--- src/shared/sdram_pkg.sv ---
/*
 * shared constants, types and encodings for the sdram init / mode / burst block.
 * assumes: every user writes sdram_pkg::name, nothing imports this package.
 */
package sdram_pkg;

  // ****************************************
  // link geometry
  // ****************************************
  localparam int ADDR_W = 13;
  localparam int COL_W = 10;
  localparam int BEAT_W = 4;

  // ****************************************
  // command codes on {ras_n, cas_n, we_n}
  // ****************************************
  localparam logic [2:0] CMD_NOP = 3'h7;
  localparam logic [2:0] CMD_ACT = 3'h3;
  localparam logic [2:0] CMD_READ = 3'h5;
  localparam logic [2:0] CMD_WRITE = 3'h4;
  localparam logic [2:0] CMD_PRE = 3'h2;
  localparam logic [2:0] CMD_AREF = 3'h1;
  localparam logic [2:0] CMD_LMR = 3'h0;
  localparam logic [2:0] CMD_BST = 3'h6;
  localparam int PRE_ALL_BIT = 10;
  localparam logic [1:0] BA_MODE = 2'h0;
  localparam logic [1:0] BA_EXT = 2'h2;
  localparam logic [1:0] AREF_NEEDED = 2'h2;

  // ****************************************
  // standard mode register layout
  // ****************************************
  localparam int MR_BL_LSB = 0;
  localparam int MR_BT_BIT = 3;
  localparam int MR_CL_LSB = 4;
  localparam int MR_OPM_LSB = 7;
  localparam logic [2:0] BL_CODE_2 = 3'h1;
  localparam logic [2:0] BL_CODE_4 = 3'h2;
  localparam logic [2:0] BL_CODE_8 = 3'h3;
  localparam logic [2:0] BL_CODE_16 = 3'h4;
  localparam logic [2:0] CL_CODE_2 = 3'h2;
  localparam logic [1:0] CL_2 = 2'h2;
  localparam logic [1:0] CL_3 = 2'h3;
  localparam logic [1:0] WL = 2'h1;
  localparam logic [ADDR_W-1:0] MODE_RST = 13'h0031;
  localparam logic [ADDR_W-1:0] EXT_RST = 13'h0000;

  // ****************************************
  // apb register map
  // ****************************************
  localparam int PADDR_W = 12;
  localparam logic [PADDR_W-1:0] OFS_CTRL = 12'h000;
  localparam logic [PADDR_W-1:0] OFS_STATUS = 12'h004;
  localparam logic [PADDR_W-1:0] OFS_MODE = 12'h008;
  localparam logic [PADDR_W-1:0] OFS_EXT = 12'h00C;
  localparam logic [PADDR_W-1:0] OFS_BURST = 12'h010;
  localparam int CTRL_CLR_BIT = 0;
  localparam int CTRL_STRICT_BIT = 1;
  localparam logic CTRL_STRICT_RST = 1'b1;

  // ****************************************
  // types
  // ****************************************
  typedef enum logic [1:0] {INIT_PRE, INIT_SEQ, INIT_READY} init_e;

  typedef struct packed {
    logic cke;
    logic cs_n;
    logic ras_n;
    logic cas_n;
    logic we_n;
    logic [1:0] ba;
    logic [ADDR_W-1:0] addr;
  } pins_s;

  typedef struct packed {
    logic valid;
    logic is_read;
    logic [COL_W-1:0] col;
  } beat_s;

endpackage

--- src/sync2.sv ---
/*
 * two flip-flop synchroniser for a bundle of slow pins.
 * assumes: bits are independent levels; the bundle may skew by one cycle.
 */
`timescale 1ns/1ps
module sync2 #(
  parameter int WIDTH = 1
) (
  // clock and reset
  input wire logic pclk,
  input wire logic presetn,
  // pins in, synchronised out
  input wire logic [WIDTH-1:0] d,
  output logic [WIDTH-1:0] q
);

  logic [WIDTH-1:0] meta_r;

  // first stage feeds only the second stage
  always_ff @(posedge pclk or negedge presetn) begin
    if (!presetn) begin
      meta_r <= '0;
      q <= '0;
    end else begin
      meta_r <= d;
      q <= meta_r;
    end
  end

endmodule

--- src/burst_order.sv ---
/*
 * column address of one beat inside a wrapped burst block.
 * assumes: bl_log is 1..4 and idx is below the burst length.
 */
`timescale 1ns/1ps
module burst_order #(
  parameter int COL_W = 10
) (
  // burst description
  input wire logic [COL_W-1:0] start_col,
  input wire logic [2:0] bl_log,
  input wire logic interleave,
  input wire logic [3:0] idx,
  // column of this beat
  output logic [COL_W-1:0] col
);

  logic [4:0] span;
  logic [3:0] mask;
  logic [3:0] low;
  logic [3:0] ofs;

  // block bits stay, low bits wrap inside the block
  always_comb begin
    span = 5'h01 << bl_log;
    mask = 4'(span - 5'h01);
    low = start_col[3:0];
    ofs = interleave ? (low ^ idx) : 4'(low + idx);
    col = {start_col[COL_W-1:4], (low & ~mask) | (ofs & mask)};
  end

endmodule

--- src/sdram_init_mode_burst.sv ---
/*
 * sdram die front end: follows the init sequence on the command pins, holds
 * the standard and extended mode registers, and walks the columns of each
 * read or write burst; software sees it all over apb.
 * assumes: link pins and mem_ck come from another clock domain, mem_ck is
 * much slower than pclk, the memory array itself lives elsewhere.
 */
`timescale 1ns/1ps
module sdram_init_mode_burst #(
  parameter int COL_W = sdram_pkg::COL_W
) (
  // clock and reset
  input wire logic pclk,
  input wire logic presetn,
  // apb slave
  input wire logic [sdram_pkg::PADDR_W-1:0] paddr,
  input wire logic psel,
  input wire logic penable,
  input wire logic pwrite,
  input wire logic [31:0] pwdata,
  output logic [31:0] prdata,
  output logic pready,
  output logic pslverr,
  // command link from the controller
  input wire logic mem_ck,
  input wire sdram_pkg::pins_s mem_pins,
  // beat stream toward the array
  output logic [COL_W-1:0] beat_col,
  output logic beat_valid,
  output logic beat_read,
  output logic init_ready
);

  // ****************************************
  // link sampling
  // ****************************************
  sdram_pkg::pins_s pins_s2;
  logic ck_s2;
  sdram_pkg::pins_s pins_d_r;
  logic ck_d_r;
  logic cke_prev_r;
  logic rise;
  logic fall;
  logic [2:0] cmd;
  logic cmd_ok;
  logic dpd_entry;

  sync2 #(
    .WIDTH($bits(sdram_pkg::pins_s) + 1)
  ) u_sync (
    .pclk(pclk),
    .presetn(presetn),
    .d({mem_ck, mem_pins}),
    .q({ck_s2, pins_s2})
  );

  // pins_d_r is the value seen just before the clock edge was found
  always_ff @(posedge pclk or negedge presetn) begin
    if (!presetn) begin
      ck_d_r <= 1'b0;
      pins_d_r <= '0;
      cke_prev_r <= 1'b0;
    end else begin
      ck_d_r <= ck_s2;
      pins_d_r <= pins_s2;
      cke_prev_r <= rise ? pins_d_r.cke : cke_prev_r;
    end
  end

  // commands other than deep power-down entry count only with clock enable high on both edges
  assign rise = ck_s2 & ~ck_d_r;
  assign fall = ~ck_s2 & ck_d_r;
  assign cmd = {pins_d_r.ras_n, pins_d_r.cas_n, pins_d_r.we_n};
  assign cmd_ok = rise & cke_prev_r & pins_d_r.cke & ~pins_d_r.cs_n & (cmd != sdram_pkg::CMD_NOP);

  // ****************************************
  // init tracking and mode registers
  // ****************************************
  sdram_pkg::init_e init_r, init_nxt;
  logic [1:0] aref_cnt_r, aref_cnt_nxt;
  logic mr_done_r, mr_done_nxt;
  logic emr_done_r, emr_done_nxt;
  logic [sdram_pkg::ADDR_W-1:0] mode_r, mode_nxt;
  logic [sdram_pkg::ADDR_W-1:0] ext_r, ext_nxt;
  logic err_r, err_nxt;
  logic rsvd_r, rsvd_nxt;
  logic strict_r, strict_nxt;
  logic err_clr;
  logic bad_cmd;
  logic burst_active_r, burst_active_nxt;

  // deep power-down entry: clock enable falls with burst terminate while idle
  assign dpd_entry = rise & cke_prev_r & ~pins_d_r.cke & ~pins_d_r.cs_n
    & (cmd == sdram_pkg::CMD_BST) & ~burst_active_r;

  always_comb begin
    init_nxt = init_r;
    aref_cnt_nxt = aref_cnt_r;
    mr_done_nxt = mr_done_r;
    emr_done_nxt = emr_done_r;
    mode_nxt = mode_r;
    ext_nxt = ext_r;
    rsvd_nxt = rsvd_r;
    bad_cmd = 1'b0;
    if (dpd_entry) begin
      // registers lost, full init needed again
      init_nxt = sdram_pkg::INIT_PRE;
      aref_cnt_nxt = '0;
      mr_done_nxt = 1'b0;
      emr_done_nxt = 1'b0;
      mode_nxt = sdram_pkg::MODE_RST;
      ext_nxt = sdram_pkg::EXT_RST;
    end else if (cmd_ok) begin
      if (init_r == sdram_pkg::INIT_PRE) begin
        if (cmd == sdram_pkg::CMD_PRE && pins_d_r.addr[sdram_pkg::PRE_ALL_BIT]) begin
          init_nxt = sdram_pkg::INIT_SEQ;
        end else begin
          bad_cmd = 1'b1;
        end
      end else begin
        if (cmd == sdram_pkg::CMD_LMR) begin
          // loads touch only the registers, never the array
          if (pins_d_r.ba == sdram_pkg::BA_MODE) begin
            mode_nxt = pins_d_r.addr;
            mr_done_nxt = 1'b1;
            rsvd_nxt = rsvd_r | (pins_d_r.addr[sdram_pkg::ADDR_W-1:sdram_pkg::MR_OPM_LSB] != '0);
          end else if (pins_d_r.ba == sdram_pkg::BA_EXT) begin
            ext_nxt = pins_d_r.addr;
            emr_done_nxt = 1'b1;
          end
          if (burst_active_r) begin
            bad_cmd = 1'b1;
          end
        end else if (cmd == sdram_pkg::CMD_AREF) begin
          if (aref_cnt_r != sdram_pkg::AREF_NEEDED) begin
            aref_cnt_nxt = 2'(aref_cnt_r + 2'h1);
          end
        end else if (init_r == sdram_pkg::INIT_SEQ && cmd != sdram_pkg::CMD_PRE) begin
          bad_cmd = 1'b1;
        end
      end
      // both loads in either order plus two refreshes
      if (init_r == sdram_pkg::INIT_SEQ && aref_cnt_nxt == sdram_pkg::AREF_NEEDED
          && mr_done_nxt && emr_done_nxt) begin
        init_nxt = sdram_pkg::INIT_READY;
      end
    end
    // a new error wins over a clear in the same cycle
    err_nxt = (err_r & ~err_clr) | (bad_cmd & strict_r);
  end

  // power loss is presetn: everything returns to the start of init
  always_ff @(posedge pclk or negedge presetn) begin
    if (!presetn) begin
      init_r <= sdram_pkg::INIT_PRE;
      aref_cnt_r <= '0;
      mr_done_r <= 1'b0;
      emr_done_r <= 1'b0;
      mode_r <= sdram_pkg::MODE_RST;
      ext_r <= sdram_pkg::EXT_RST;
      err_r <= 1'b0;
      rsvd_r <= 1'b0;
    end else begin
      init_r <= init_nxt;
      aref_cnt_r <= aref_cnt_nxt;
      mr_done_r <= mr_done_nxt;
      emr_done_r <= emr_done_nxt;
      mode_r <= mode_nxt;
      ext_r <= ext_nxt;
      err_r <= err_nxt;
      rsvd_r <= rsvd_nxt;
    end
  end

  // ****************************************
  // burst sequencing
  // ****************************************
  logic [2:0] bl_log;
  logic [1:0] cl;
  logic [COL_W-1:0] start_r, start_nxt;
  logic read_r, read_nxt;
  logic [1:0] wait_r, wait_nxt;
  logic [3:0] idx_r, idx_nxt;
  logic [3:0] last_idx;
  logic go;
  logic [COL_W-1:0] col_now;
  sdram_pkg::beat_s beat_r, beat_nxt;

  // decode length and latency fields; reserved length codes fall back to the shortest, latency codes other than 2 give 3
  always_comb begin
    unique case (mode_r[sdram_pkg::MR_BL_LSB +: 3])
      sdram_pkg::BL_CODE_4: bl_log = 3'h2;
      sdram_pkg::BL_CODE_8: bl_log = 3'h3;
      sdram_pkg::BL_CODE_16: bl_log = 3'h4;
      default: bl_log = 3'h1;
    endcase
    cl = (mode_r[sdram_pkg::MR_CL_LSB +: 3] == sdram_pkg::CL_CODE_2) ?
      sdram_pkg::CL_2 : sdram_pkg::CL_3;
    last_idx = 4'((5'h01 << bl_log) - 5'h01);
  end

  burst_order #(
    .COL_W(COL_W)
  ) u_order (
    .start_col(start_r),
    .bl_log(bl_log),
    .interleave(mode_r[sdram_pkg::MR_BT_BIT]),
    .idx(idx_r),
    .col(col_now)
  );

  // one beat per link edge once the latency has run out
  always_comb begin
    start_nxt = start_r;
    read_nxt = read_r;
    wait_nxt = wait_r;
    idx_nxt = idx_r;
    burst_active_nxt = burst_active_r;
    beat_nxt = '0;
    go = burst_active_r & ((fall & wait_r == 2'h0) | (rise & wait_r <= 2'h1));
    if (go) begin
      beat_nxt.valid = 1'b1;
      beat_nxt.is_read = read_r;
      beat_nxt.col = col_now;
      idx_nxt = 4'(idx_r + 4'h1);
      burst_active_nxt = (idx_r != last_idx);
    end
    if (rise && wait_r != 2'h0) begin
      wait_nxt = 2'(wait_r - 2'h1);
    end
    if (dpd_entry) begin
      burst_active_nxt = 1'b0;
    end else if (cmd_ok && init_r == sdram_pkg::INIT_READY) begin
      if (cmd == sdram_pkg::CMD_READ || cmd == sdram_pkg::CMD_WRITE) begin
        // a new access cuts the old burst short
        start_nxt = pins_d_r.addr[COL_W-1:0];
        read_nxt = (cmd == sdram_pkg::CMD_READ);
        wait_nxt = (cmd == sdram_pkg::CMD_READ) ? 2'(cl - 2'h1) : sdram_pkg::WL;
        idx_nxt = '0;
        burst_active_nxt = 1'b1;
      end else if (cmd == sdram_pkg::CMD_BST && read_r) begin
        burst_active_nxt = 1'b0;
      end
    end
  end

  always_ff @(posedge pclk or negedge presetn) begin
    if (!presetn) begin
      start_r <= '0;
      read_r <= 1'b0;
      wait_r <= '0;
      idx_r <= '0;
      burst_active_r <= 1'b0;
      beat_r <= '0;
    end else begin
      start_r <= start_nxt;
      read_r <= read_nxt;
      wait_r <= wait_nxt;
      idx_r <= idx_nxt;
      burst_active_r <= burst_active_nxt;
      beat_r <= beat_nxt;
    end
  end

  assign beat_col = beat_r.col;
  assign beat_valid = beat_r.valid;
  assign beat_read = beat_r.is_read;

  // ****************************************
  // apb register file
  // ****************************************
  logic ready_r, ready_nxt;
  logic [31:0] prdata_r, prdata_nxt;
  logic pready_r, pready_nxt;
  logic pslverr_r, pslverr_nxt;
  logic wr_take;
  logic hit;

  // pready rises in the access phase, so every transfer takes two cycles
  assign wr_take = psel & penable & pready_r & pwrite;
  assign err_clr = wr_take & (paddr == sdram_pkg::OFS_CTRL) & pwdata[sdram_pkg::CTRL_CLR_BIT];

  always_comb begin
    strict_nxt = strict_r;
    if (wr_take && paddr == sdram_pkg::OFS_CTRL) begin
      strict_nxt = pwdata[sdram_pkg::CTRL_STRICT_BIT];
    end
    hit = 1'b1;
    prdata_nxt = '0;
    unique case (paddr)
      sdram_pkg::OFS_CTRL: prdata_nxt[sdram_pkg::CTRL_STRICT_BIT] = strict_r;
      sdram_pkg::OFS_STATUS: prdata_nxt[7:0] = {emr_done_r, mr_done_r, aref_cnt_r,
        burst_active_r, rsvd_r, err_r, ready_r};
      sdram_pkg::OFS_MODE: prdata_nxt[sdram_pkg::ADDR_W-1:0] = mode_r;
      sdram_pkg::OFS_EXT: prdata_nxt[sdram_pkg::ADDR_W-1:0] = ext_r;
      sdram_pkg::OFS_BURST: prdata_nxt[COL_W:0] = {read_r, start_r};
      default: hit = 1'b0;
    endcase
    pready_nxt = psel & ~penable;
    pslverr_nxt = psel & ~penable & ~hit;
    if (!(psel && !penable && !pwrite)) begin
      prdata_nxt = '0;
    end
    ready_nxt = (init_nxt == sdram_pkg::INIT_READY);
  end

  always_ff @(posedge pclk or negedge presetn) begin
    if (!presetn) begin
      strict_r <= sdram_pkg::CTRL_STRICT_RST;
      prdata_r <= '0;
      pready_r <= 1'b0;
      pslverr_r <= 1'b0;
      ready_r <= 1'b0;
    end else begin
      strict_r <= strict_nxt;
      prdata_r <= prdata_nxt;
      pready_r <= pready_nxt;
      pslverr_r <= pslverr_nxt;
      ready_r <= ready_nxt;
    end
  end

  assign prdata = prdata_r;
  assign pready = pready_r;
  assign pslverr = pslverr_r;
  assign init_ready = ready_r;

endmodule

--- config.mk ---
export PLATFORM = sky130hd
export DESIGN_NAME = sdram_init_mode_burst
export DESIGN_NICKNAME = d
export VERILOG_FILES = /design/src/shared/sdram_pkg.sv /design/src/sync2.sv /design/src/burst_order.sv /design/src/sdram_init_mode_burst.sv
export SDC_FILE = /design/constraint.sdc
export NUM_CORES = 1
export LEC_CHECK = 0
export ABC_AREA = 1
export BUFFER_PORTS_ARGS = -buffer_cell sky130_fd_sc_hd__buf_2
export CORE_MARGIN = 10
export CORE_UTILIZATION = 35
export CTS_CLUSTER_SIZE = 25
export DETAILED_ROUTE_END_ITERATION = 10
export PLACE_DENSITY = 0.57
export SYNTH_ARGS = -nofsm -noshare
export SYNTH_HDL_FRONTEND = slang
export SYNTH_HIERARCHICAL = 1
export SYNTH_SLANG_ARGS = --single-unit
--- constraint.sdc ---
create_clock -name pclk -period 2.7 [get_ports pclk]
set_input_delay 0 -clock pclk [delete_from_list [all_inputs] [get_ports pclk]]
set_output_delay 0 -clock pclk [all_outputs]
set_load 0.01 [all_outputs]
Word-level counts from Yosys, hierarchy flattened
Cells that the tools add are included.
{"block": "totals", "elab_cells": 206, "ff_bits": 164, "out_inout_bits": 47, "in_bits": 70}
{"block": "op_classes", "reduce_logical": 30, "add_sub_neg": 6, "shifts": 1, "eq_ne": 24, "n_bitwise": 40, "mux": 72, "order_cmp": 1}
{"op": "$mux W13", "count": 12}
{"op": "$mux W2", "count": 18}
{"op": "$mux W1", "count": 30}
{"op": "$eq A12 B4 Y1 const B", "count": 2}
{"op": "$pmux W6 S4", "count": 1}
{"op": "$and A1 B1 Y1", "count": 22}
{"op": "$mux W4", "count": 5}
{"op": "$pmux W3 S3", "count": 2}
{"op": "$eq A12 B3 Y1 const B", "count": 1}
{"op": "$eq A12 B5 Y1 const B", "count": 1}
{"op": "$eq A3 B2 Y1 const B", "count": 4}
{"op": "$eq A3 B3 Y1 const B", "count": 4}
{"op": "$logic_not A12 Y1", "count": 1}
{"op": "$mux W12", "count": 1}
{"op": "$logic_and A1 B1 Y1", "count": 11}
{"op": "$not A1 Y1", "count": 10}
{"op": "$reduce_and A5 Y1", "count": 2}
{"op": "$reduce_bool A2 Y1", "count": 5}
{"op": "$and A4 B4 Y4", "count": 2}
{"op": "$eq A2 B2 Y1 const B", "count": 4}
{"op": "$logic_not A2 Y1", "count": 3}
{"op": "$ne A2 B2 Y1 const B", "count": 3}
{"op": "$reduce_bool A6 Y1", "count": 1}
{"op": "$pmux W1 S5", "count": 1}
{"op": "24 further kinds", "count": 28}

Longest topological paths before layout
Gate-level depths: netlist (run 1).
{"block": "logic_depth", "word_depth": 16, "mapped_depth": 13, "depth_no_buf": 13}

By module
The synthesis (run 1) kept the hierarchy.
{"mod": "sdram_init_mode_burst", "cells_per_inst": 504, "seq_area_each_um2": 2582.5, "area_per_inst_um2": 4774.6, "n_inst": 1}
{"mod": "sync2", "cells_per_inst": 42, "seq_area_each_um2": 1051.0, "area_per_inst_um2": 1051.0, "n_inst": 1}
{"mod": "burst_order", "cells_per_inst": 43, "seq_area_each_um2": 0.0, "area_per_inst_um2": 286.5, "n_inst": 1}

Least setup slack after synthesis (run 1)
No wires, ideal clock.
{"block": "synth_timing", "kind": "flip-flop to flip-flop", "startpoint": "register mode_r[0] (netlist bit)", "endpoint": "register beat_r (netlist bit beat_col[2])", "setup_ns": 0.072, "path_stages_with_launch": 11, "n_path_buf": 0, "period_less_slack_ns": 1.649, "arrival_ns": 1.578, "required_time_ns": 2.628, "setup_slack_ns": 1.051, "path_cell_list": "dfstp_2 -> inv_1 -> nand3_1 -> inv_1 -> inv_2 -> nand3_2 -> ha_1 -> xor2_1 -> o21ai_0 -> inv_1 -> nor2_1"}
{"element": "from (decl)", "line": "sdram_init_mode_burst.sv:83", "text": "logic [sdram_pkg::ADDR_W-1:0] mode_r, mode_nxt;"}
{"element": "from (signal assigned)", "line": "sdram_init_mode_burst.sv:159", "text": "mode_r <= sdram_pkg::MODE_RST;"}
{"element": "from (signal assigned)", "line": "sdram_init_mode_burst.sv:168", "text": "mode_r <= mode_nxt;"}
{"element": "to (signal assigned)", "line": "sdram_init_mode_burst.sv:261", "text": "beat_r <= beat_nxt;"}
{"element": "to (decl)", "line": "sdram_init_mode_burst.sv:187", "text": "sdram_pkg::beat_s beat_r, beat_nxt;"}

Worst setup path after layout (run 1)
{"block": "layout_timing", "startpoint": "register wait_r[1]", "endpoint": "register idx_r[2]"}
{"block": "layout_between", "elab_chain_cells": 8, "word_cells_on_any_way": 10, "classes_between": "order compare (1); mux (4); bitwise (4); reduce/logical (1)"}
{"element": "from (decl)", "line": "sdram_init_mode_burst.sv:182", "text": "logic [1:0] wait_r, wait_nxt;"}
{"element": "from (signal assigned)", "line": "sdram_init_mode_burst.sv:258", "text": "wait_r <= wait_nxt;"}
{"element": "$le A2 B1 Y1 / $logic_not A2 Y1 (equally long branches)", "line": "sdram_init_mode_burst.sv:220", "text": "go = burst_active_r & ((fall & wait_r == 2'h0) | (rise & wait_r <= 2'h1));"}
{"element": "$and A1 B1 Y1", "line": "sdram_init_mode_burst.sv:220"}
{"element": "$or A1 B1 Y1 *", "line": "sdram_init_mode_burst.sv:220"}
{"element": "$and A1 B1 Y1 *", "line": "sdram_init_mode_burst.sv:220"}
{"element": "$mux W4 *", "line": "sdram_init_mode_burst.sv:221", "text": "if (go) begin"}
{"element": "$mux W4", "line": "sdram_init_mode_burst.sv:234", "text": "if (cmd == sdram_pkg::CMD_READ || cmd == sdram_pkg::CMD_WRITE) begin"}
{"element": "$mux W4", "line": "sdram_init_mode_burst.sv:233", "text": "end else if (cmd_ok && init_r == sdram_pkg::INIT_READY) begin"}
{"element": "$mux W4 *", "line": "sdram_init_mode_burst.sv:231", "text": "if (dpd_entry) begin"}
{"element": "named net idx_nxt[2]", "line": "sdram_init_mode_burst.sv:183", "text": "logic [3:0] idx_r, idx_nxt;"}
{"element": "to (signal assigned)", "line": "sdram_init_mode_burst.sv:259", "text": "idx_r <= idx_nxt;"}
{"element": "to (decl)", "line": "sdram_init_mode_burst.sv:183"}
Mark *: on every way through the listed nets, which the timed path passes. The rest lies on a longest branch.
A chain may end at the register's enable or synchronous reset.

==> results of run 1 <==
## cell usage after synthesis (all sizes together)
| cell type | instances | share of area (%) |
|---|---|---|
| a21oi | 9 | 0.80 |
| a22oi | 4 | 0.49 |
| and2 | 1 | 0.10 |
| buf | 32 | 4.2 |
| conb | 1 | 0.061 |
| dfrtp | 141 | 58 |
| dfstp | 4 | 1.7 |
| fa | 1 | 0.33 |
| ha | 8 | 1.6 |
| inv | 95 | 5.9 |
| mux2 | 1 | 0.25 |
| nand2 | 78 | 5.5 |
| nand3 | 49 | 4.6 |
| nand3b | 1 | 0.12 |
| nand4 | 12 | 1.7 |
| nor2 | 64 | 4.7 |
| nor3 | 10 | 1.2 |
| o211a | 1 | 0.16 |
| o21ai | 52 | 5.2 |
| o21bai | 3 | 0.43 |
| o22ai | 15 | 2.3 |
| o31ai | 1 | 0.12 |
| or2 | 2 | 0.20 |
| xnor2 | 1 | 0.14 |
| xor2 | 3 | 0.43 |
## logic make-up (layout without fill, tap and decap cells)
| logic type | after synthesis | count (layout) | synth area share (%) |
|---|---|---|---|
| flops | 145 | 145 | 59.4 |
| buf+inv | 127 | 226 | 10.1 |
| mux | 1 | 1 | 0.246 |
| other cells | 1 | 19 | 0.0614 |
| compound gates | 85 | 85 | 9.50 |
| xor+xnor | 4 | 4 | 0.573 |
| fa+ha+maj | 9 | 9 | 1.97 |
| simple gates | 217 | 217 | 18.1 |
## registers in the layout, indices dropped and copies added, names as in the netlist, 2 cells and up
name and count:
mode_r 13, beat_col 10, wait_r 2, idx_r 4
start_r 10, u_sync/meta_r 21, pins_d_r 17, u_sync/q 21
aref_cnt_r 2, init_r 2, prdata 13, ext_r 13
cmd 3
## layer usage
| layer | GRT usage, % | wire length, microns | vias to the layer above |
|---|---|---|---|
| met3 | 3.36 | 635 | 21 |
| li1 | - | - | 2053 |
| met2 | 19.3 | 6320 | 107 |
| met4 | 5.69 | 299 | 0 |
| met5 | 0 | 0 | - |
| met1 | 14.6 | 6000 | 2012 |
## critical path, cell delays in order, from the launching register on
cell     delay [ps]
dfrtp_1         390
inv_1           100
ha_1            150
inv_1            70
o31ai_1         300
nand2_1         390
inv_2           220
nand3_1         100
nand3_2          80
inv_1            50
## cell usage in the layout (no fill, tap or decap), types with 2 or more instances in the layout
| master | instances |
|---|---|
| o22ai_1 | 8 |
| nor2_1 | 54 |
| dfrtp_1 | 141 |
| a21oi_1 | 8 |
| o21ai_1 | 4 |
| clkinvlp_4 | 2 |
| inv_1 | 82 |
| conb_1 | 19 |
| inv_2 | 11 |
| clkinv_4 | 4 |
| buf_4 | 2 |
| dlygate4sd3_1 | 29 |
| o21ai_0 | 32 |
| nor3_2 | 2 |
| nand4_4 | 2 |
| nand2_4 | 4 |
| nand2_1 | 68 |
| ha_1 | 8 |
| a22oi_1 | 4 |
| clkbuf_16 | 17 |
| nand4_1 | 10 |
| o21bai_1 | 2 |
| inv_6 | 2 |
| clkbuf_1 | 3 |
| xor2_1 | 3 |
| o22ai_2 | 7 |
| dfstp_2 | 4 |
| nor3_1 | 7 |
| clkinv_2 | 3 |
| nand3_2 | 5 |
| buf_2 | 66 |
| nor2_2 | 6 |
| inv_4 | 2 |
| nand2_2 | 6 |
| o21ai_2 | 16 |
| nor2_4 | 4 |
| nand3_1 | 43 |
## final timing paths
check | from | end | slack [ps]
worst max-delay path | wait_r[1] | idx_r[2] | 750
worst min-delay path | paddr[3] | prdata[12] | 50
worst max register to register | wait_r[1] | idx_r[2] | 750
worst min register to register | u_sync/q[9] | pins_d_r[9] | 340
max in group asynchronous | presetn | u_sync/meta_r[8] | 1790
min in group asynchronous | presetn | cmd[2] | 160
## layout make-up
cell class | instances | area, sq um | share of cell area [%]
inverter | 95 | 362 | 4.88
timing repair buffer | 99 | 667 | 9.00
sequential | 145 | 3630 | 49.1
clock inverter | 11 | 82.6 | 1.11
clock buffer | 21 | 450 | 6.08
multi-input combinational | 335 | 1930 | 26.1
tap | 225 | 282 | 3.80
## power groups by stage
stage / Clock, mW / Sequential, mW / Combinational (mW)
floorplan: 0 / 2.30 / 0.0965
global placement: 0 / 2.30 / 0.170
detailed placement: 0 / 2.30 / 0.174
CTS: 2.14 / 2.26 / 0.206
global route: 2.23 / 2.27 / 0.232
finish: 2.09 / 2.26 / 0.202
## metrics by stage
step / instance area [sq um] / instances
after detailed placement: 6580 / 870
after global placement: 6580 / 870
after floorplan: 6180 / 607
final: 7410 / 931
after global routing: 7410 / 931
after CTS: 7410 / 931
==> results.md, run 1 <==
Outcome:
- The run finished with clean final reports.

STA:
- At the pin with the least slew margin, the transition time is 636 ps.
- Measured against its own limit, the worst slew margin works out to 57.6%.
- Setup violations remaining at the end of the flow were counted as 0.
- The worst path meets setup with 755 ps of slack.
- The count of final hold-check violations was 0.
- The tightest hold path in the finished design has a slack of 48.8 ps.
- The ratio of final minimum period to clock period is 72.1%.
- The maximum operating frequency is 0.514 GHz.
- The final count of pins violating max slew is 0.
- The worst clock skew on the final layout is 6.90 ps.
- The clock period minus final worst setup slack is 1950 ps.
- Summed over all failing endpoints, the final setup total negative slack is 0 ps.
- Setup repair after global routing left no endpoint under its margin.

Synthesis:
- The area of the mapped netlist is 0.00611 sq mm.
- The Yosys warning count is 6.
- After synthesis, the netlist uses 44 different library cells.
- Summing the sequential cell areas from Yosys gives 59.4% of the chip area.
- The cell count after synthesis came out at 589.
- The post-synthesis sequential element count is 145.
- The mean instance size in the synthesized netlist is 10.4 sq um.

Final layout:
- The net count of the finished layout is 772.
- The layout has 1660 filler cells.
- Compared with the post-synthesis result, the final layout area differs by 21.2%.
- The final core area utilization is 43.0%.
- In the final layout, the share of cells above drive strength 1 is 24.6%.
- The number of antenna repair diodes is 0.

Placement:
- The wire-length estimate of the detail-placed layout is 9610 microns.
- The congestion estimate from routability-driven global placement came to 0.888.
- During placement, the flow inserted port buffers numbering 67.
- The pre-CTS setup slack is 717 ps.

Clocking:
- Clock-pin slew was measured on the worst setup and hold paths at 60 ps.
- The H-tree was split into 4 levels.
- Post-CTS timing repair inserted 0 buffers for setup.
- The number of CTS-inserted buffers is 17.
- The number of buffers on the longest clock path is 2.
- The clock insertion delay at the later pin of the skew report is 410 ps.
- The number of sinks driven by the clock tree is 145.
- TritonCTS built the clock tree.
- After clock tree synthesis, the flow added hold-fix buffers numbering 29.
- The post-cts repair resize count is 0.
- The library cell used as clock root buffer is clkbuf_16.

Hold path:
- The count of cells along the worst hold path is 5.
- In this run the worst hold path is classified as input pin to flop.

Global route:
- The first global-routing pass estimated 22600 microns of wire.
- The via count of the first global-routing pass came to 4451.
- The aggregate global-route resource usage is 12.0%.
- Entering global routing, the biggest net connects 69 pins.
- The number of antenna violations at the first check in global routing is 0.
- After global routing the overflow that remains totals 0.

Pwr:
- The peak supply drop is 0.458 mV.
- Internal power comes to 3.51 mW.
- The switching share of total power is 22.8%.
- The relative contribution of combinational cells to total power is 4.4%.
- Of the total power, the clock network draws 45.8%.
- The leakage power is 3.65 nW.
- The share of power burned in registers is 49.7%.
- For this design the ratio of total power to cell area is 614 mW/mm^2.
- Power comes to 4.55 mW.
- The switching component of the power is 1.04 mW.

Die:
- Pin placement for this block handled 117 I/O pins.
- The width of the chip is 152 microns.
- The vertical die dimension is 152 microns.
- The initial utilization of the core area, before any placement, comes to 35.5%.
- The number of rows created at floorplan is 48.
- The total die area is 0.0231 sq mm.
- In this run the standard cell core region covers 0.0172 sq mm.

Drt:
- The wire length per cell after detailed routing is 14.2 microns.
- In this run, the number of DRC markers left after iteration 0 of detailed routing was 288.
- Wires add up to 13200 microns.
- The post-detailed-route via-to-cell ratio is 4.50.
- The total number of vias is 4193.
- The count of nets left with antenna violations once routing finished came out at 0.
- The number of remaining DRC errors is 0.
- For this run, the detailed router's first-pass iteration total came to 5.

Setup path:
- At the worst endpoint, the required time is 3000 ps.
- The arrival time reported for the critical path endpoint is 2250 ps.
- The startpoint class of the critical path is a flop.
- By startpoint and endpoint, the worst setup path is classified as flop to flop.
- For the worst flop-to-flop path, the logic depth is 9.
- The endpoint kind of the worst setup timing path is a flop.
- The peak fanout along the critical path is 14.

Job:
- Across the run, the number of max-cap violations was 0.
Note: power is estimated with default switching activity, not from simulation.
==> inputs of run 2 (changes only) <==
clock period = 2 ns   (was 2.7 ns; I/O delays follow)
==> results.md, run 2 (synthesized netlist as in run 1, its figures left out) <==
Outcome:
- The flow ran to the end, and the final reports show no timing, DRC or antenna violations.

Die:
- The number of rows created at floorplan is 48 (unchanged).
- The vertical die dimension came to 152 microns (unchanged).
- The width of the chip came to 152 microns (unchanged).
- The standard cell core area was 0.0172 sq mm (unchanged).
- The total die area is 0.0231 sq mm (unchanged).
- The initial standard-cell utilization of the core is 35.5% (unchanged).
- The number of top-level design ports is 117 (unchanged).

Drt:
- The initial DRC count was 215 (-25%).
- The wire length per cell after detailed routing was 14.6 microns (+2.3%).
- The post-detailed-route via-to-cell ratio is 4.55 (+0.97%).
- The total number of vias is 4252 (+1.4%).
- The total routed wirelength came to 13600 microns (+2.7%).
- The count of antenna-violating nets left after detailed routing is 0 (unchanged).
- The first-pass iteration count of the detailed router is 4 (-1).
- The number of remaining DRC errors is 0 (unchanged).

Final layout:
- The largest registers in the layout are u_sync/meta_r (21), u_sync/q (21), pins_d_r (17).
- In the layout the commonest cells are 141 x dfrtp_1, 82 x inv_1, 68 x nand2_1, 66 x buf_2, 54 x nor2_1.
- The synthesis-to-finish area growth is 22.4%.
- The final non-filler cell total is 935 (+0.43%).
- The share of post-route cells with drive strength above 1 is 25.1% (+0.42 points).
- The net count of the finished layout is 778 (+0.78%).
- The number of antenna repair diodes came to 0 (unchanged).
- The leading cell type in the layout, fill and taps excluded is dfrtp_1.

Global route:
- The via count of the first global-routing pass came to 4604 (+3.4%).
- The aggregate global-route resource usage is 12.1% (+0.061 points).
- The pin count of the biggest net entering global routing is 57 (-17%).
- The overflow left after global routing came to 0 (unchanged).
- The global-route wire length before repair was 23000 microns (+1.8%).
- The number of antenna violations at the first check in global routing is 0 (unchanged).

Setup path:
- The family with the most delay on the worst path is flip-flops.
- The most common cell type on the critical path is inv_1.
- The critical path data required time is 2310 ps (-690 ps).
- The peak fanout along the critical path is 5 (-9).
- The number of buffers and inverters on the critical path is 4 (unchanged).
- The depth of the critical timing path with buffers and inverters included was 10 (+1).
- The worst setup path category is flop to flop.
- The arrival time reported for the critical path endpoint is 2130 ps (-120 ps).
- The biggest cell delay along the critical path was 530 ps (+140 ps).
- Walking the worst path, the cells encountered are inv_1 > nand3_1 > inv_1 > inv_2 > nand3_1 > ha_1 > a21oi_1 > a22oi_1 > inv_1 > nor2_1.
- The register-to-register path setup slack is 180 ps (-580 ps).
- The endpoint kind of the worst setup timing path is a flop.
- The number of cell instances on the worst register-to-register path is 10 (+1).
- The worst setup path is launched from a flop.
- On the critical path, the stage with the largest delay is an instance of dfstp_2.

Clocking:
- The root buffer cell chosen for the clock tree is clkbuf_16.
- The post-cts repair resize count is 0 (unchanged).
- The number of buffers on the longest clock path was 2 (unchanged).
- The clock insertion delay at the later pin of the skew report is 420 ps (about the same).
- The number of sinks driven by the clock tree was 145 (unchanged).
- The count of buffers added by post-CTS timing repair for setup is 0 (unchanged).
- The post-cts hold buffer count is 29 (unchanged).
- The number of CTS-inserted buffers is 17 (unchanged).
- The clock-pin slew reported for the worst setup and hold paths after clock tree synthesis is 60 ps (about the same).
- The total number of H-tree levels is 4 (unchanged).
- TritonCTS built the clock tree.

STA:
- The worst clock skew on the final layout was 6.48 ps (-0.425 ps).
- The total of endpoints with negative setup slack in the final report is 0 (unchanged).
- The count of final hold-check violations is 0 (unchanged).
- The ratio of final minimum period to clock period came to 91.0% (+19 points).
- The clock period minus final worst setup slack is 1820 ps (-125 ps).
- The total negative setup slack was 0 ps (unchanged).
- Setup repair after global routing left no endpoint under its margin.
- The final count of pins violating max slew came to 0 (unchanged).
- The worst slew margin relative to its limit is 66.0% (+8.4 points).
- The pin slew with the least headroom to its limit is 510 ps (-126 ps).
- The maximum operating frequency was 0.549 GHz (+6.9%).

Job:
- The max capacitance violation total is 0 (unchanged).

Hold path:
- The count of cells along the worst hold path came to 5 (unchanged).
- The worst hold path class is input pin to flop.

Placement:
- The port buffer count is 67 (unchanged).
- The routability congestion estimate is 0.878 (-1.1%).
- The detailed-placement wirelength estimate is 9840 microns (+2.4%).
- The total placed cells including tap cells is 876 (+0.69%).

Pwr:
- The leakage power was 3.69 nW (+1.2%).
- The peak supply drop is 0.655 mV (+43%).
- The power per unit of standard cell area came to 833 mW/mm^2 (+36%).
run 2: cell types whose count changed in the layout (fill, tap and decap cells not counted), sizes merged:
cell    delta
buf        +6
bufinv     +1
clkinv     -2
inv        -1
run 2: metal layers:
metal | track usage [%] | vias up | part of all wire (%)
met5 | 0 | - | 0
met4 | 5.32 | 0 | 2.4
met3 | 3.56 | 24 | 5.0
met2 | 19.4 | 123 | 49
met1 | 14.7 | 2040 | 44
li1 | - | 2065 | -
run 2: final timing paths:
path                                  start     endpoint
worst max-delay path              mode_r[0]  beat_col[1]
worst min-delay path               paddr[3]   prdata[11]
worst max register to register    mode_r[0]  beat_col[1]
worst min register to register  u_sync/q[6]  pins_d_r[6]
max in group asynchronous           presetn    mode_r[5]
min in group asynchronous           presetn       cmd[1]
run 2: report_power, final:
part / internal, mW / switching (mW)
Combinational: 0.103 / 0.175
Sequential: 3.02 / 0.0340
Clock: 1.73 / 1.17
Total: 4.85 / 1.38
run 2: through the flow:
step	util [%]	power, mW	hold WS (ps)	area, sq um	setup slack (ps)
finish	43.4	6.23	36.2	7480	179
global route	43.4	6.47	69.6	7480	5.49
floorplan	-	3.23	-296	6180	351
CTS	43.4	6.32	9.86	7480	183
detailed placement	38.6	3.35	-2.42	6650	224
global placement	38.6	3.34	-11.3	6650	222
run 2: area by class of cell:
class	count	area (sq um)
Fill cell	1651	9760
Sequential cell	145	3630
Multi-Input combinational cell	335	1930
Timing Repair Buffer	105	737
Clock buffer	21	450
Inverter	95	362
Tap cell	225	282
Clock inverter	9	86.3
run 2: worst reg2reg max path, cell delays in order (launching register included):
cell and delay, ps:
dfstp_2 530, inv_1 70, nand3_1 170, inv_1 110, inv_2 90, nand3_1 100, ha_1 330, a21oi_1 130
a22oi_1 80, inv_1 60, nor2_1 40
==> inputs of run 3 (changes only) <==
CELL_PAD_IN_SITES_DETAIL_PLACEMENT = 2   (was not set)
CELL_PAD_IN_SITES_GLOBAL_PLACEMENT = 2   (was not set)
PLACE_DENSITY = 0.82   (was 0.57)
==> results.md, run 3 (synthesized netlist as in run 1, its figures left out) <==
Hold path:
- In this run the most critical hold path is launched from paddr[3].
- The min-delay analysis places its worst path in the category input pin to flop.
- The count of cells along the worst hold path came to 5 (unchanged).

Die:
- The vertical die dimension is 152 microns (unchanged).
- The number of top-level design ports was 117 (unchanged).
- The total die area is 0.0231 sq mm (unchanged).
- The initial standard-cell utilization of the core was 35.5% (unchanged).
- The width of the chip was 152 microns (unchanged).
- The number of rows created at floorplan came to 48 (unchanged).
- The standard cell core area is 0.0172 sq mm (unchanged).

Clocking:
- The clock insertion delay at the later pin of the skew report is 420 ps (about the same).
- The number of CTS-inserted buffers is 17 (unchanged).
- The cell sitting at the root of the clock tree is a clkbuf_16.
- The total number of H-tree levels is 4 (unchanged).
- TritonCTS built the clock tree.
- The clock-pin slew reported for the worst setup and hold paths after clock tree synthesis is 60 ps (about the same).
- The number of buffers on the longest clock path is 2 (unchanged).
- The count of buffers added by post-CTS timing repair for setup is 0 (unchanged).
- The number of sinks driven by the clock tree is 145 (unchanged).

Outcome:
- The flow ran to the end, and the final reports show no timing, DRC or antenna violations.

Final layout:
- The library cell used most frequently in the layout, excluding fill and tap cells, is dfrtp_1.
- The number of antenna repair diodes is 0 (unchanged).
- The share of post-route cells with drive strength above 1 is 25.8% (+0.77 points).
- The largest registers in the layout are u_sync/meta_r (21), u_sync/q (21), pins_d_r (17).
- The library cells used most frequently in the layout, excluding fill and tap cells, are 141 x dfrtp_1, 82 x inv_1, 68 x nand2_1, 66 x buf_2, 53 x nor2_1.
- The net count of the finished layout came to 778 (unchanged).
- The synthesis-to-finish area growth is 23.2%.
- The count of fill cells added during filler insertion was 1792 (+8.5%).
- The final core area utilization is 43.7% (+0.27 points).

Global route:
- The number of antenna violations at the first check in global routing is 0 (unchanged).
- The overflow left after global routing was 0 (unchanged).
- The global-route wire length before repair came to 29500 microns (+28%).
- The pin count of the biggest net entering global routing came to 63 (+11%).
- The via count of the first global-routing pass is 5359 (+16%).
- The aggregate global-route resource usage came to 16.0% (+3.9 points).

Drt:
- The initial DRC count is 246 (+14%).
- The total number of vias is 4559 (+7.2%).
- The post-detailed-route via-to-cell ratio is 4.87 (+7.0%).
- The wire length per cell after detailed routing is 19.3 microns (+33%).
- The total routed wirelength is 18100 microns (+33%).
- The number of remaining DRC errors is 0 (unchanged).
- The first-pass iteration count of the detailed router was 4 (unchanged).
- The count of antenna-violating nets left after detailed routing came to 0 (unchanged).

STA:
- The maximum operating frequency came to 0.526 GHz (-4.3%).
- The ratio of final minimum period to clock period is 95.1% (+4.0 points).
- The final count of pins violating max slew came to 0 (unchanged).
- The total of endpoints with negative setup slack in the final report is 0 (unchanged).
- The hold slack is 80.2 ps (+43.9 ps).
- The clock period minus final worst setup slack is 1900 ps (+80.9 ps).
- The pin slew with the least headroom to its limit is 647 ps (+137 ps).
- The final worst slack came to 98.5 ps (-80.9 ps).
- The total negative setup slack is 0 ps (unchanged).
- The count of final hold-check violations was 0 (unchanged).
- The worst clock skew on the final layout was 6.53 ps (+0.0525 ps).
- The worst slew margin relative to its limit is 56.9% (-9.2 points).

Pwr:
- The total design power is 6.40 mW (+2.7%).
- The leakage power is 3.70 nW (+0.34%).
- The peak supply drop is 0.567 mV (-13%).
- The power per unit of standard cell area came to 850 mW/mm^2 (+2.0%).

Setup path:
- The worst setup path category is flop to flop.
- The most common cell type on the critical path is inv_1.
- The most critical setup path has its startpoint at mode_r[0].
- The arrival time reported for the critical path endpoint is 2240 ps (+110 ps).
- The beginning of the worst register-to-register path is mode_r[0].
- Traced cell by cell, the critical path runs through inv_1 > nand3_4 > nand2_1 > inv_1 > inv_2 > nand3_2 > ha_1 > xor2_2 > nand2_1 > o21ai_0 > inv_1 > nor2_1.
- The worst setup path is captured at a flop.
- The highest-delay cell along the critical path is dfstp_2.
- The biggest cell delay along the critical path is 550 ps (+20 ps).
- STA classifies the critical path startpoint as a flop.
- The critical path data required time is 2340 ps (+30 ps).
- The peak fanout along the critical path is 5 (unchanged).
- The number of cell instances on the worst register-to-register path was 12 (+2).

Job:
- The max capacitance violation total is 0 (unchanged).

Placement:
- The detailed-placement wirelength estimate is 12500 microns (+27%).
- The routability congestion estimate came to 0.822 (-6.4%).
- The port buffer count was 67 (unchanged).
- The pre-CTS setup slack is 42.1 ps (-182 ps).
## run 3: final cells by class
| cell class | instances | area, sq um | share of cell area (%) |
|---|---|---|---|
| flip-flops and latches | 145 | 3630 | 48.3 |
| multi-input cells | 335 | 1950 | 25.9 |
| repair buffers | 105 | 737 | 9.79 |
| clock buffers | 19 | 433 | 5.75 |
| inverters | 95 | 362 | 4.80 |
| well taps | 225 | 282 | 3.74 |
| clock inverters | 13 | 128 | 1.70 |
## run 3: worst max-delay path: cells and delay by family (launching register included)
kind	cells	cell delay [ps]
compound gates	1	90
xor+xnor	1	170
fa+ha+maj	1	190
buf+inv	4	350
flops	1	550
simple gates	5	490
## run 3: repair_timing
item / CTS / global route
setup endpoints to repair: 1 / 2
hold buffers: 29 / 0
gates resized for setup: 1 / 3
pin swaps: 0 / 1
hold endpoints to repair: 87 / 0
## run 3: metal layers
layer,track usage [%],up-vias,wire (microns)
met5,0,-,0
met4,4.95,0,293
met3,4.29,24,762
met2,28.3,113,9710
met1,18.2,2359,7320
li1,-,2063,-
## run 3: power breakdown
group	switching (mW)	total (mW)	internal [mW]	leakage, nW
clock network	1.30	3.04	1.74	0.271
logic	0.194	0.297	0.103	1.57
registers	0.0402	3.06	3.02	1.86
## run 3: through the flow
step | instance area, sq um | cells
finish | 7530 | 937
floorplan | 6180 | 607
detailed placement | 6650 | 876
CTS | 7510 | 937
global route | 7530 | 937
global placement | 6650 | 876
## run 3: path summary, 6_finish.rpt
check	endpoint	slack (ps)
max	beat_col[2]	100
min	prdata[12]	80
max reg2reg	beat_col[2]	100
min reg2reg	pins_d_r[19]	350
max in group asynchronous	aref_cnt_r[1]	1160
min in group asynchronous	beat_col[0]	160
